File: src/rtl/acc_pkg.sv
`default_nettype none
package acc_pkg;

	// ------------------------------------------------------------
	// Register map (byte offsets)
	// ------------------------------------------------------------
	localparam logic [7:0] OFF_MASKED_IRQ_STATUS = 8'h00;
	localparam logic [7:0] OFF_RAW_IRQ_STATUS = 8'h04;
	localparam logic [7:0] OFF_IRQ_MASK_REG = 8'h08;
	localparam logic [7:0] OFF_LADDER_REFERENCE_CONTROL = 8'h10;
	localparam logic [7:0] OFF_CHANNEL_STATUS_BASE = 8'h20;
	localparam logic [7:0] OFF_CHANNEL_CONTROL_BASE = 8'h24;
	localparam logic [7:0] OFF_CHANNEL_STRIDE = 8'h20;

	localparam int NUM_CHANNELS = 3;
	localparam int LEVEL_W = 10;

	// ------------------------------------------------------------
	// Channel control fields
	// ------------------------------------------------------------
	localparam int CTL_W = 12;
	localparam int CTL_INVERT_BIT = 1;
	localparam int CTL_INT_SENSE_LSB = 2;
	localparam int CTL_INT_LEVEL_BIT = 4;
	localparam int CTL_TRIG_SENSE_LSB = 5;
	localparam int CTL_TRIG_LEVEL_BIT = 7;
	localparam int CTL_PLUS_SOURCE_LSB = 9;
	localparam int CTL_PIN_ENABLE_BIT = 11;
	localparam logic [CTL_W-1:0] CTL_RESET = 12'h000;

	// Status register: current result
	localparam int STAT_RESULT_BIT = 1;

	// ------------------------------------------------------------
	// Ladder reference fields
	// ------------------------------------------------------------
	localparam int REF_W = 10;
	localparam int REF_TAP_LSB = 0;
	localparam int REF_SPAN_BIT = 8;
	localparam int REF_EN_BIT = 9;
	localparam logic [REF_W-1:0] REF_RESET = 10'h000;
	localparam logic [4:0] LADDER_OFFSET_LOW_SPAN = 5'h08;
	localparam logic [14:0] LADDER_TOTAL_LOW_SPAN = 15'h001f;
	localparam logic [14:0] LADDER_TOTAL_HIGH_SPAN = 15'h0017;

	localparam logic [2:0] IRQ_RESET = 3'h0;

	// ------------------------------------------------------------
	// Encodings
	// ------------------------------------------------------------
	localparam logic [1:0] SRC_OWN_PIN = 2'h0;
	localparam logic [1:0] SRC_SHARED_PLUS = 2'h1;
	localparam logic [1:0] SRC_LADDER = 2'h2;

	localparam logic [1:0] SENSE_LEVEL = 2'h0;
	localparam logic [1:0] SENSE_FALL = 2'h1;
	localparam logic [1:0] SENSE_RISE = 2'h2;
	localparam logic [1:0] SENSE_BOTH = 2'h3;

	function automatic logic sense_hit(input logic [1:0] mode, input logic lvl, input logic val,
		input logic rise, input logic fall);
		logic hit;
		hit = 1'b0;
		case (mode)
			SENSE_LEVEL: hit = (val == lvl);
			SENSE_FALL: hit = fall;
			SENSE_RISE: hit = rise;
			SENSE_BOTH: hit = rise | fall;
			default: hit = 1'b0;
		endcase
		return hit;
	endfunction

endpackage
`default_nettype wire

File: src/rtl/acc_ch_if.sv
`timescale 1ns/1ps
`default_nettype none
interface acc_ch_if;
	logic raw_cmp;
	logic invert;
	logic [1:0] int_sense;
	logic int_level;
	logic [1:0] trig_sense;
	logic trig_level;
	logic result;
	logic int_evt;
	logic trig;

	modport ctrl (
		output raw_cmp, invert, int_sense, int_level, trig_sense, trig_level,
		input result, int_evt, trig
	);
	modport chan (
		input raw_cmp, invert, int_sense, int_level, trig_sense, trig_level,
		output result, int_evt, trig
	);
endinterface
`default_nettype wire

File: src/rtl/acc_channel.sv
`timescale 1ns/1ps
`default_nettype none
module acc_channel (
	input wire logic i_clk,
	input wire logic i_rst,
	acc_ch_if.chan ch
);
	import acc_pkg::*;

	typedef struct packed {
		logic sync1;
		logic sync2;
		logic prev;
		logic trig;
	} acc_chan_s;

	acc_chan_s st_q;
	acc_chan_s st_d;
	logic val;
	logic pval;
	logic rise;
	logic fall;

	// ------------------------------------------------------------
	// Synchroniser, edge detect and condition logic
	// ------------------------------------------------------------
	always_comb begin
		st_d = st_q;
		st_d.sync1 = ch.raw_cmp;
		st_d.sync2 = st_q.sync1;
		st_d.prev = st_q.sync2;
		val = st_q.sync2 ^ ch.invert;
		pval = st_q.prev ^ ch.invert;
		rise = val & ~pval;
		fall = ~val & pval;
		// Trigger has its own sense, independent of the interrupt sense
		st_d.trig = sense_hit(ch.trig_sense, ch.trig_level, val, rise, fall);
	end

	always_ff @(posedge i_clk or posedge i_rst) begin
		if (i_rst) begin
			st_q <= '0;
		end else begin
			st_q <= st_d;
		end
	end

	assign ch.result = val;
	assign ch.int_evt = sense_hit(ch.int_sense, ch.int_level, val, rise, fall);
	assign ch.trig = st_q.trig;
endmodule
`default_nettype wire

File: src/rtl/acc_top.sv
// The implementer's own choices: the plain strobed port and the register addresses.
`timescale 1ns/1ps
`default_nettype none
module acc_top (
	input wire logic I_CLK,
	input wire logic I_RST,
	input wire logic [7:0] I_ADDR,
	input wire logic [31:0] I_WDATA,
	input wire logic I_WR,
	input wire logic I_RD,
	output logic [31:0] O_RDATA,
	input wire logic [acc_pkg::NUM_CHANNELS-1:0][acc_pkg::LEVEL_W-1:0] I_INVERTING_INPUT,
	input wire logic [acc_pkg::LEVEL_W-1:0] I_COMP_ZERO_PLUS_PIN,
	input wire logic [acc_pkg::LEVEL_W-1:0] I_COMP_ONE_SHARED_PIN,
	input wire logic [acc_pkg::LEVEL_W-1:0] I_COMP_TWO_PLUS_PIN,
	input wire logic [acc_pkg::LEVEL_W-1:0] I_AVDD_LEVEL,
	output logic O_COMP_ZERO_RESULT,
	output logic O_COMP_ONE_SHARED_PIN_O,
	output logic O_COMP_ONE_SHARED_PIN_OE,
	output logic [acc_pkg::NUM_CHANNELS-1:0] O_TRIGGER,
	output logic [acc_pkg::LEVEL_W-1:0] O_REF_LEVEL,
	output logic O_IRQ
);
	import acc_pkg::*;

	typedef struct packed {
		logic [NUM_CHANNELS-1:0] raw_irq;
		logic [NUM_CHANNELS-1:0] irq_mask;
		logic [REF_W-1:0] ladder;
		logic [NUM_CHANNELS-1:0][CTL_W-1:0] ctl;
		logic pin0;
		logic pin1;
		logic [31:0] rdata;
	} acc_top_s;

	acc_top_s st_q;
	acc_top_s st_d;

	logic [NUM_CHANNELS-1:0] result;
	logic [NUM_CHANNELS-1:0] int_evt;
	logic [NUM_CHANNELS-1:0] trig;
	logic [NUM_CHANNELS-1:0][LEVEL_W-1:0] own_plus;
	logic [NUM_CHANNELS-1:0][LEVEL_W-1:0] plus_level;
	logic [NUM_CHANNELS-1:0] raw_cmp;
	logic [LEVEL_W-1:0] ref_level;
	logic [14:0] ladder_prod;
	logic [14:0] ladder_quot;
	logic [3:0] tap;

	// ------------------------------------------------------------
	// Ladder reference
	// ------------------------------------------------------------
	always_comb begin
		tap = st_q.ladder[REF_TAP_LSB +: 4];
		ladder_prod = 15'h0000;
		ladder_quot = 15'h0000;
		if (!st_q.ladder[REF_EN_BIT]) begin
			ladder_quot = 15'h0000;
		end else if (st_q.ladder[REF_SPAN_BIT]) begin
			ladder_prod = 15'(I_AVDD_LEVEL) * 15'(tap);
			ladder_quot = ladder_prod / LADDER_TOTAL_HIGH_SPAN;
		end else begin
			ladder_prod = 15'(I_AVDD_LEVEL) * 15'({1'b0, tap} + LADDER_OFFSET_LOW_SPAN);
			ladder_quot = ladder_prod / LADDER_TOTAL_LOW_SPAN;
		end
		ref_level = ladder_quot[LEVEL_W-1:0];
	end

	// ------------------------------------------------------------
	// Input routing and comparison
	// ------------------------------------------------------------
	assign own_plus[0] = I_COMP_ZERO_PLUS_PIN;
	assign own_plus[1] = I_COMP_ONE_SHARED_PIN;
	assign own_plus[2] = I_COMP_TWO_PLUS_PIN;

	always_comb begin
		for (int c = 0; c < NUM_CHANNELS; c++) begin
			case (st_q.ctl[c][CTL_PLUS_SOURCE_LSB +: 2])
				SRC_OWN_PIN: plus_level[c] = own_plus[c];
				SRC_SHARED_PLUS: plus_level[c] = (c == 0) ? own_plus[0] : I_COMP_ZERO_PLUS_PIN;
				SRC_LADDER: plus_level[c] = ref_level;
				// Reserved code compares against ground so the result stays defined
				default: plus_level[c] = '0;
			endcase
			// Equal levels resolve to 0
			raw_cmp[c] = I_INVERTING_INPUT[c] < plus_level[c];
		end
	end

	// ------------------------------------------------------------
	// Channels
	// ------------------------------------------------------------
	acc_ch_if ch [NUM_CHANNELS] ();

	for (genvar g = 0; g < NUM_CHANNELS; g++) begin : g_chan
		assign ch[g].raw_cmp = raw_cmp[g];
		assign ch[g].invert = st_q.ctl[g][CTL_INVERT_BIT];
		assign ch[g].int_sense = st_q.ctl[g][CTL_INT_SENSE_LSB +: 2];
		assign ch[g].int_level = st_q.ctl[g][CTL_INT_LEVEL_BIT];
		assign ch[g].trig_sense = st_q.ctl[g][CTL_TRIG_SENSE_LSB +: 2];
		assign ch[g].trig_level = st_q.ctl[g][CTL_TRIG_LEVEL_BIT];
		assign result[g] = ch[g].result;
		assign int_evt[g] = ch[g].int_evt;
		assign trig[g] = ch[g].trig;

		acc_channel u_chan (
			.i_clk(I_CLK),
			.i_rst(I_RST),
			.ch(ch[g])
		);
	end

	// ------------------------------------------------------------
	// Register file and interrupt state
	// ------------------------------------------------------------
	always_comb begin
		logic [NUM_CHANNELS-1:0] clr;
		logic [7:0] rel;
		int idx;
		clr = '0;
		rel = 8'h00;
		idx = 0;
		st_d = st_q;

		if (I_WR) begin
			case (I_ADDR)
				OFF_MASKED_IRQ_STATUS: clr = I_WDATA[NUM_CHANNELS-1:0];
				OFF_IRQ_MASK_REG: st_d.irq_mask = I_WDATA[NUM_CHANNELS-1:0];
				OFF_LADDER_REFERENCE_CONTROL: st_d.ladder = I_WDATA[REF_W-1:0];
				default: begin
					if (I_ADDR >= OFF_CHANNEL_STATUS_BASE) begin
						rel = I_ADDR - OFF_CHANNEL_STATUS_BASE;
						idx = int'(rel[7:5]);
						if (idx < NUM_CHANNELS && rel[4:0] == 5'h04) begin
							st_d.ctl[idx] = I_WDATA[CTL_W-1:0];
						end
					end
				end
			endcase
		end

		// A condition in the same cycle as its clear keeps the bit set
		st_d.raw_irq = (st_q.raw_irq & ~clr) | int_evt;

		st_d.rdata = 32'h0000_0000;
		if (I_RD) begin
			case (I_ADDR)
				OFF_MASKED_IRQ_STATUS: st_d.rdata[NUM_CHANNELS-1:0] = st_q.raw_irq & st_q.irq_mask;
				OFF_RAW_IRQ_STATUS: st_d.rdata[NUM_CHANNELS-1:0] = st_q.raw_irq;
				OFF_IRQ_MASK_REG: st_d.rdata[NUM_CHANNELS-1:0] = st_q.irq_mask;
				OFF_LADDER_REFERENCE_CONTROL: st_d.rdata[REF_W-1:0] = st_q.ladder;
				default: begin
					if (I_ADDR >= OFF_CHANNEL_STATUS_BASE) begin
						rel = I_ADDR - OFF_CHANNEL_STATUS_BASE;
						idx = int'(rel[7:5]);
						if (idx < NUM_CHANNELS && rel[4:0] == 5'h00) begin
							st_d.rdata[STAT_RESULT_BIT] = result[idx];
						end else if (idx < NUM_CHANNELS && rel[4:0] == 5'h04) begin
							st_d.rdata[CTL_W-1:0] = st_q.ctl[idx];
						end
					end
				end
			endcase
		end

		st_d.pin0 = result[0];
		st_d.pin1 = result[1];
	end

	always_ff @(posedge I_CLK or posedge I_RST) begin
		if (I_RST) begin
			st_q.raw_irq <= IRQ_RESET;
			st_q.irq_mask <= IRQ_RESET;
			st_q.ladder <= REF_RESET;
			st_q.ctl <= {NUM_CHANNELS{CTL_RESET}};
			st_q.pin0 <= 1'b0;
			st_q.pin1 <= 1'b0;
			st_q.rdata <= 32'h0000_0000;
		end else begin
			st_q <= st_d;
		end
	end

	// ------------------------------------------------------------
	// Outputs
	// ------------------------------------------------------------
	assign O_RDATA = st_q.rdata;
	assign O_COMP_ZERO_RESULT = st_q.pin0;
	// Channel 2 has no output pin; channel 1 drives only when enabled
	assign O_COMP_ONE_SHARED_PIN_O = st_q.pin1;
	assign O_COMP_ONE_SHARED_PIN_OE = st_q.ctl[1][CTL_PIN_ENABLE_BIT];
	assign O_TRIGGER = trig;
	assign O_REF_LEVEL = ref_level;
	assign O_IRQ = |(st_q.raw_irq & st_q.irq_mask);
endmodule
`default_nettype wire

File: config.mk
export PLATFORM = sky130hd
export DESIGN_NAME = acc_top
export DESIGN_NICKNAME = d
export VERILOG_FILES = /design/src/rtl/acc_pkg.sv /design/src/rtl/acc_ch_if.sv /design/src/rtl/acc_channel.sv /design/src/rtl/acc_top.sv
export SDC_FILE = /design/constraint.sdc
export NUM_CORES = 1
export LEC_CHECK = 0
export ABC_CLOCK_PERIOD_IN_PS = 19500
export BUFFER_PORTS_ARGS = -buffer_cell sky130_fd_sc_hd__buf_2
export CAP_MARGIN = 5
export CORE_MARGIN = 10
export CORE_UTILIZATION = 44
export CTS_CLUSTER_SIZE = 12
export DETAILED_ROUTE_END_ITERATION = 12
export GPL_TIMING_DRIVEN = 0
export HOLD_SLACK_MARGIN = 0.03
export RECOVER_POWER = 50
export SLEW_MARGIN = 10
export SYNTH_ARGS = -nofsm -noshare
export SYNTH_HDL_FRONTEND = slang
export SYNTH_SLANG_ARGS = --single-unit
export TNS_END_PERCENT = 30
File: constraint.sdc
create_clock -name I_CLK -period 19.5 [get_ports I_CLK]
set_clock_uncertainty 0.1 [all_clocks]
set_input_delay 4.875 -clock I_CLK [delete_from_list [all_inputs] [get_ports I_CLK]]
set_output_delay 4.875 -clock I_CLK [all_outputs]
set_load 0.02 [all_outputs]
After elaboration in Yosys (flattened, before gate mapping)
Cells that the tools add are included.
W data, S select, Z words.

word-level totals
  register bits after elaboration = 78
  latch bits = 0
  output and inout port bits = 49
  RAM bits = 0
  memories kept = 0
  ROM bits = 0
  word-level logic and storage cells = 145

cells by class
  shift-type cells = 0
  equality and inequality tests = 34
  div/mod/pow operators = 2
  order comparisons = 7
  add/subtract/negate cells = 2
  bitwise gates (word level) = 26
  multiplexer cells = 29
  multipliers = 2
  reductions and logical operators = 22

operators with widths
  kind                     number
  $mux W12                 5
  $pmux W10 S3             2
  $bwmux W36               1
  $eq A2 B2 Y1 const B     15
  $lt A10 B10 Y1           3
  $mux W10                 3
  $bmux W12 S2             1
  $demux W12 S2            1
  $pmux W1 S4              6
  $pmux W10 S2             1
  $eq A2 B1 Y1 const B     9
  $logic_not A2 Y1         9
  $div A14 B5 Y15 const B  1
  $div A15 B5 Y15 const B  1
  $mul A10 B5 Y15          1
  $mul A10 B4 Y14          1
  $pmux W7 S2              1
  $pmux W3 S4              1
  $reduce_or A3 Y1         3
  $eq A8 B3 Y1 const B     1
  $eq A8 B4 Y1 const B     1
  $eq A8 B5 Y1 const B     1
  $ge A8 B6 Y1 const B     1
  $logic_not A8 Y1         1
  24 further kinds         54

Depth between registers and ports, before layout
  depth after elaboration = 8
  gate-level depth with buffers = 45
  gate-level depth less buffers = 40

Modules after synthesis
A second synthesis with hierarchy kept.

unflattened totals
  cells, all modules = 1344
  area, all modules = 11626.2 um^2

by module, submodules not included
  module       times used  area each (um^2)  cells each
  acc_top      1           10860.4           1293
  acc_channel  3           255.2             17

Worst setup path before layout
OpenSTA, ideal clock, no wires.

  kind = in2out
  start = in I_AVDD_LEVEL[2] (netlist name)
  end = out O_REF_LEVEL[0] (netlist name)
  buffers on the path = 3
  setup slack = 1.640 ns
  data arrival time = 12.885 ns
  stages = 34
  path through = nand2_1 -> a21boi_0 -> xor2_1 -> fa_1 -> inv_1 -> fa_1 -> inv_1 -> ha_1 -> buf_2 -> o31ai_1 -> nor4b_1 -> or4_1 -> clkbuf_1 -> and2_1 -> clkbuf_1 -> nor4b_1 -> a211o_1 -> nor2_1 -> or4_1 -> o2bb2ai_2 -> o21ai_0 -> o2111ai_1 -> o31ai_1 -> or4b_1 -> or3_1 -> o211a_1 -> nor3_1 -> nor3_1 -> ha_1 -> o211ai_1 -> a311oi_1 -> o21ai_1 -> a21oi_2 -> nor2b_1

between the ends
  longest elaborated chain between the ends = 4
  elaborated cells between the ends (all ways) = 6

ends and longest elaborated chain
  item                                                line                          text
  from (decl)                                         acc_top.sv:16                 input wire logic [acc_pkg::LEVEL_W-1:0] I_AVDD_LEVEL,
  $mul A10 B5 Y15 or $mul A10 B4 Y14 (tied branches)  acc_top.sv:63, acc_top.sv:60
  $div A15 B5 Y15 or $div A14 B5 Y15 (tied branches)  acc_top.sv:64, acc_top.sv:61
  $mux W10 *                                          acc_top.sv:59                 end else if (st_q.ladder[REF_SPAN_BIT]) begin
  $mux W10 *                                          acc_top.sv:57                 if (!st_q.ladder[REF_EN_BIT]) begin
  to (decl)                                           acc_top.sv:21                 output logic [acc_pkg::LEVEL_W-1:0] O_REF_LEVEL,

Every way passes the cells marked *; elsewhere a longest branch is shown, timed or not.

Worst setup path after layout
  start = in I_AVDD_LEVEL[4] (netlist name)
  end = out O_REF_LEVEL[0] (netlist name)

The elaborated chain is that of the path after synthesis.

==> run_results.csv <==
group,metric,value,unit
place,dp_hpwl,27.1,mm
timing,fin_crit,18880,ps
logic_synthesis,synth.distinct_cells,102,
logic_synthesis,netlist_top_cells_area,"dfrtp_1 (17%), ha_1 (9.1%), a21oi_1 (5.1%)",
global_routing,grt_pass1_wl,54.3,mm
detailed_routing,drtIter0Drc,874,
outcome,violations,"max-capacitance violations, max-slew violations",
die,fp-row-count,59,
logic_synthesis,synth_adder_area_share,0.143,
hold_path,min_path_type,"register to register",
logic_synthesis,yosys-top-cells-count,"a21oi_1 (118), nor2_1 (114), nand2_1 (88)",
power_and_ir_drop,total_leakage_power,6.09,nW
timing,fmax,53.0,MHz
place,port_buffers,121,
worst_setup_path,slowest_delay,540,ps
logic_synthesis,ys_seq_area_frac,0.169,
detailed_routing,drc,0,
timing,slew_headroom,-0.984,
place,place_ws,230,ps
timing,setup-tns-final,0,ps
detailed_routing,via_per_inst,5.85,
cells_and_area,drive_gt1_frac,0.208,
logic_synthesis,synth_top_family_by_area,"compound AO/OA/AOI/OAI gates",
global_routing,grt_start_max_net_pins,58,
detailed_routing,ant_nets,0,
die,die-width,182,um
cells_and_area,finish.utilization,0.506,
clock_network,cts_buffers,9,
global_routing,grt_pass1_vias,10800,
logic_synthesis,yosys.area_share.xor_xnor,0.0445,
logic_synthesis,syn-cell-area,11500,um^2
clock_network,cts_root_buf,"clkbuf_16",
run,maxCapViolCount,1,
clock_network,holdBufCountCts,0,
timing,setup_viol,0,
detailed_routing,vias,11200,
worst_setup_path,start_kind,"input port",
worst_setup_path,cp_slowest_cell,"or4b_1",
die,pin_count,163,
place,gp_congestion,0.905,
cells_and_area,n_antenna_cell,0,
die,start_util,0.445,
logic_synthesis,asyncSetResetFlopFracSynth,1.00,
timing,finalHoldViolations,0,
worst_setup_path,crit_type,"input port to output pin",
die,core_area,25900,um^2
outcome,status,"finished, violations left",
logic_synthesis,synth-simple-area-share,0.204,
detailed_routing,drt_pre_antenna_iters,5,
logic_synthesis,synth_compound_area_frac,0.272,
global_routing,overflow,0,
timing,tightest_slew,2980,ps
die,dieHeight,182,um
logic_synthesis,synthCells,1419,
cells_and_area,area_growth,13.9,%
clock_network,clk_path_buf_depth,2,
die,die-area,33100,um^2
worst_setup_path,crit_required,14530,ps
power_and_ir_drop,p_per_area,56.6,nW/um^2
clock_network,cts_sinks,78,
logic_synthesis,synth_seq_cells,78,
logic_synthesis,synth_edf_count,0,
clock_network,clkTransAtPathRegs,60,ps
detailed_routing,wl_per_cell,17.3,um
power_and_ir_drop,vdd_ir_drop_max,0.0000498,V
logic_synthesis,muxShareOfSynthArea,0.0946,
clock_network,cts_tree,"yes",
global_routing,track_usage,0.191,
worst_setup_path,cp_max_fo,9,
timing,setup_slack,624,ps
logic_synthesis,ys_warn_count,0,
logic_synthesis,synth_ff_type,"dfrtp_1",
logic_synthesis,synth_top_area_cell,"dfrtp_1",
timing,final_max_slew_viol_count,58,
global_routing,antenna_found_initial,0,
cells_and_area,nets,1802,
worst_setup_path,crit_arrival,13900,ps
logic_synthesis,synth_top_area_frac,0.169,
timing,period_share,0.968,
clock_network,insertion_delay,330,ps
logic_synthesis,synth_area_per_cell,8.12,um^2
worst_setup_path,end_kind,"output pin",
logic_synthesis,synth_most_common_cell,"a21oi_1",
detailed_routing,routed_wirelength,33.1,mm
clock_network,cts.htree.levels,3,
area by class of cell:
cell class              instances  area, um^2
plain buffers                  94         527
clock buffers                  10         229
clock inverters                 6        95.1
fillers                      2547       12800
inverters                      82         309
multi-input cells            1184        8960
flip-flops and latches         78        1950
well taps                     335         419
repair buffers                126         633
kinds of logic (layout without fill, tap and decap cells):
family                   count (synthesis)  count (layout)
XOR/XNOR                                56              56
flip-flops                              78              78
adder cells (fa/ha/maj)                114             114
AND/OR/NAND/NOR                        454             454
AO/OA/AOI/OAI                          445             445
buffers and inverters                  176             318
other                                    1              20
multiplexers                            95              95
worst paths after layout:
path / endpoint / cells past startpoint / from / slack (ps)
setup / recovery: O_REF_LEVEL[0] / 38 / I_AVDD_LEVEL[4] / 620
hold / removal: g_chan[1].u_chan.st_d[1] / 0 / g_chan[1].u_chan.st_d[2] / 250
setup reg to reg: g_chan[2].u_chan.st_d[2] / 38 / st_q[73] / 8630
hold reg to reg: g_chan[1].u_chan.st_d[1] / 0 / g_chan[1].u_chan.st_d[2] / 250
max in group asynchronous: st_q[54] / 3 / I_RST / 11490
min in group asynchronous: O_RDATA[5] / 2 / I_RST / 4570
cells in the final DEF, fill, tap and decap left out, types with 30 or more instances in the layout:
cell,instances
nand3_1,42
nand2_1,88
buf_4,40
buf_2,128
inv_1,81
o21ai_0,62
a21oi_1,117
dfrtp_1,78
mux2_2,51
a21o_1,38
nor3_1,31
clkbuf_1,45
xnor2_1,30
ha_1,84
nor2_1,113
mux2i_1,36
per-layer routing:
| layer | vias to the layer above | global-route usage | part of all wire |
|---|---|---|---|
| met3 | 34 | 0.0213 | 0.044 |
| met5 | - | 0 | 0 |
| met1 | 5344 | 0.258 | 0.47 |
| met2 | 303 | 0.317 | 0.47 |
| met4 | 0 | 0.0436 | 0.016 |
| li1 | 5527 | - | - |
metrics by stage:
| stage | instance area [um^2] | hold slack [ps] | power (mW) | cells |
|---|---|---|---|---|
| after detailed placement | 12700 | 236 | 0.546 | 1896 |
| final | 13100 | 250 | 0.742 | 1915 |
| after floorplan | 11600 | 231 | 0.461 | 1438 |
| after global routing | 13100 | 262 | 0.794 | 1915 |
| after CTS | 13000 | 249 | 0.729 | 1912 |
| after global placement | 12600 | 237 | 0.543 | 1894 |
power by group:
group	internal (mW)	switching [mW]
sequential	0.169	0.00472
clock	0.113	0.0675
combinational	0.150	0.238
critical path: cells and delay by family:
kind	cells	cell delay (ps)
AOI/OAI and AO/OA	15	3740
adders and majority gates	5	1580
buffers and inverters	8	990
and+or+nand+nor	10	2690
flip-flops by register name, summed over array words and instances (netlist names):
name,count
st_q,30
O_RDATA,12
ch.int_sense,6
ch.trig_sense,6
g_chan.u_chan.st_d,6
ch.int_level,3
ch.invert,3
ch.trig_level,3
g_chan.u_chan.ch.trig,3
g_chan.u_chan.st_q,3
O_COMP_ONE_SHARED_PIN_O,1
O_COMP_ONE_SHARED_PIN_OE,1
O_COMP_ZERO_RESULT,1
repair_timing:
item	in CTS	in global routing
buffers inserted	0	3
gates resized for setup	0	30
setup endpoints to repair	0	2
endpoints found under the hold margin	0	0
(Power assumes the default switching activity.)
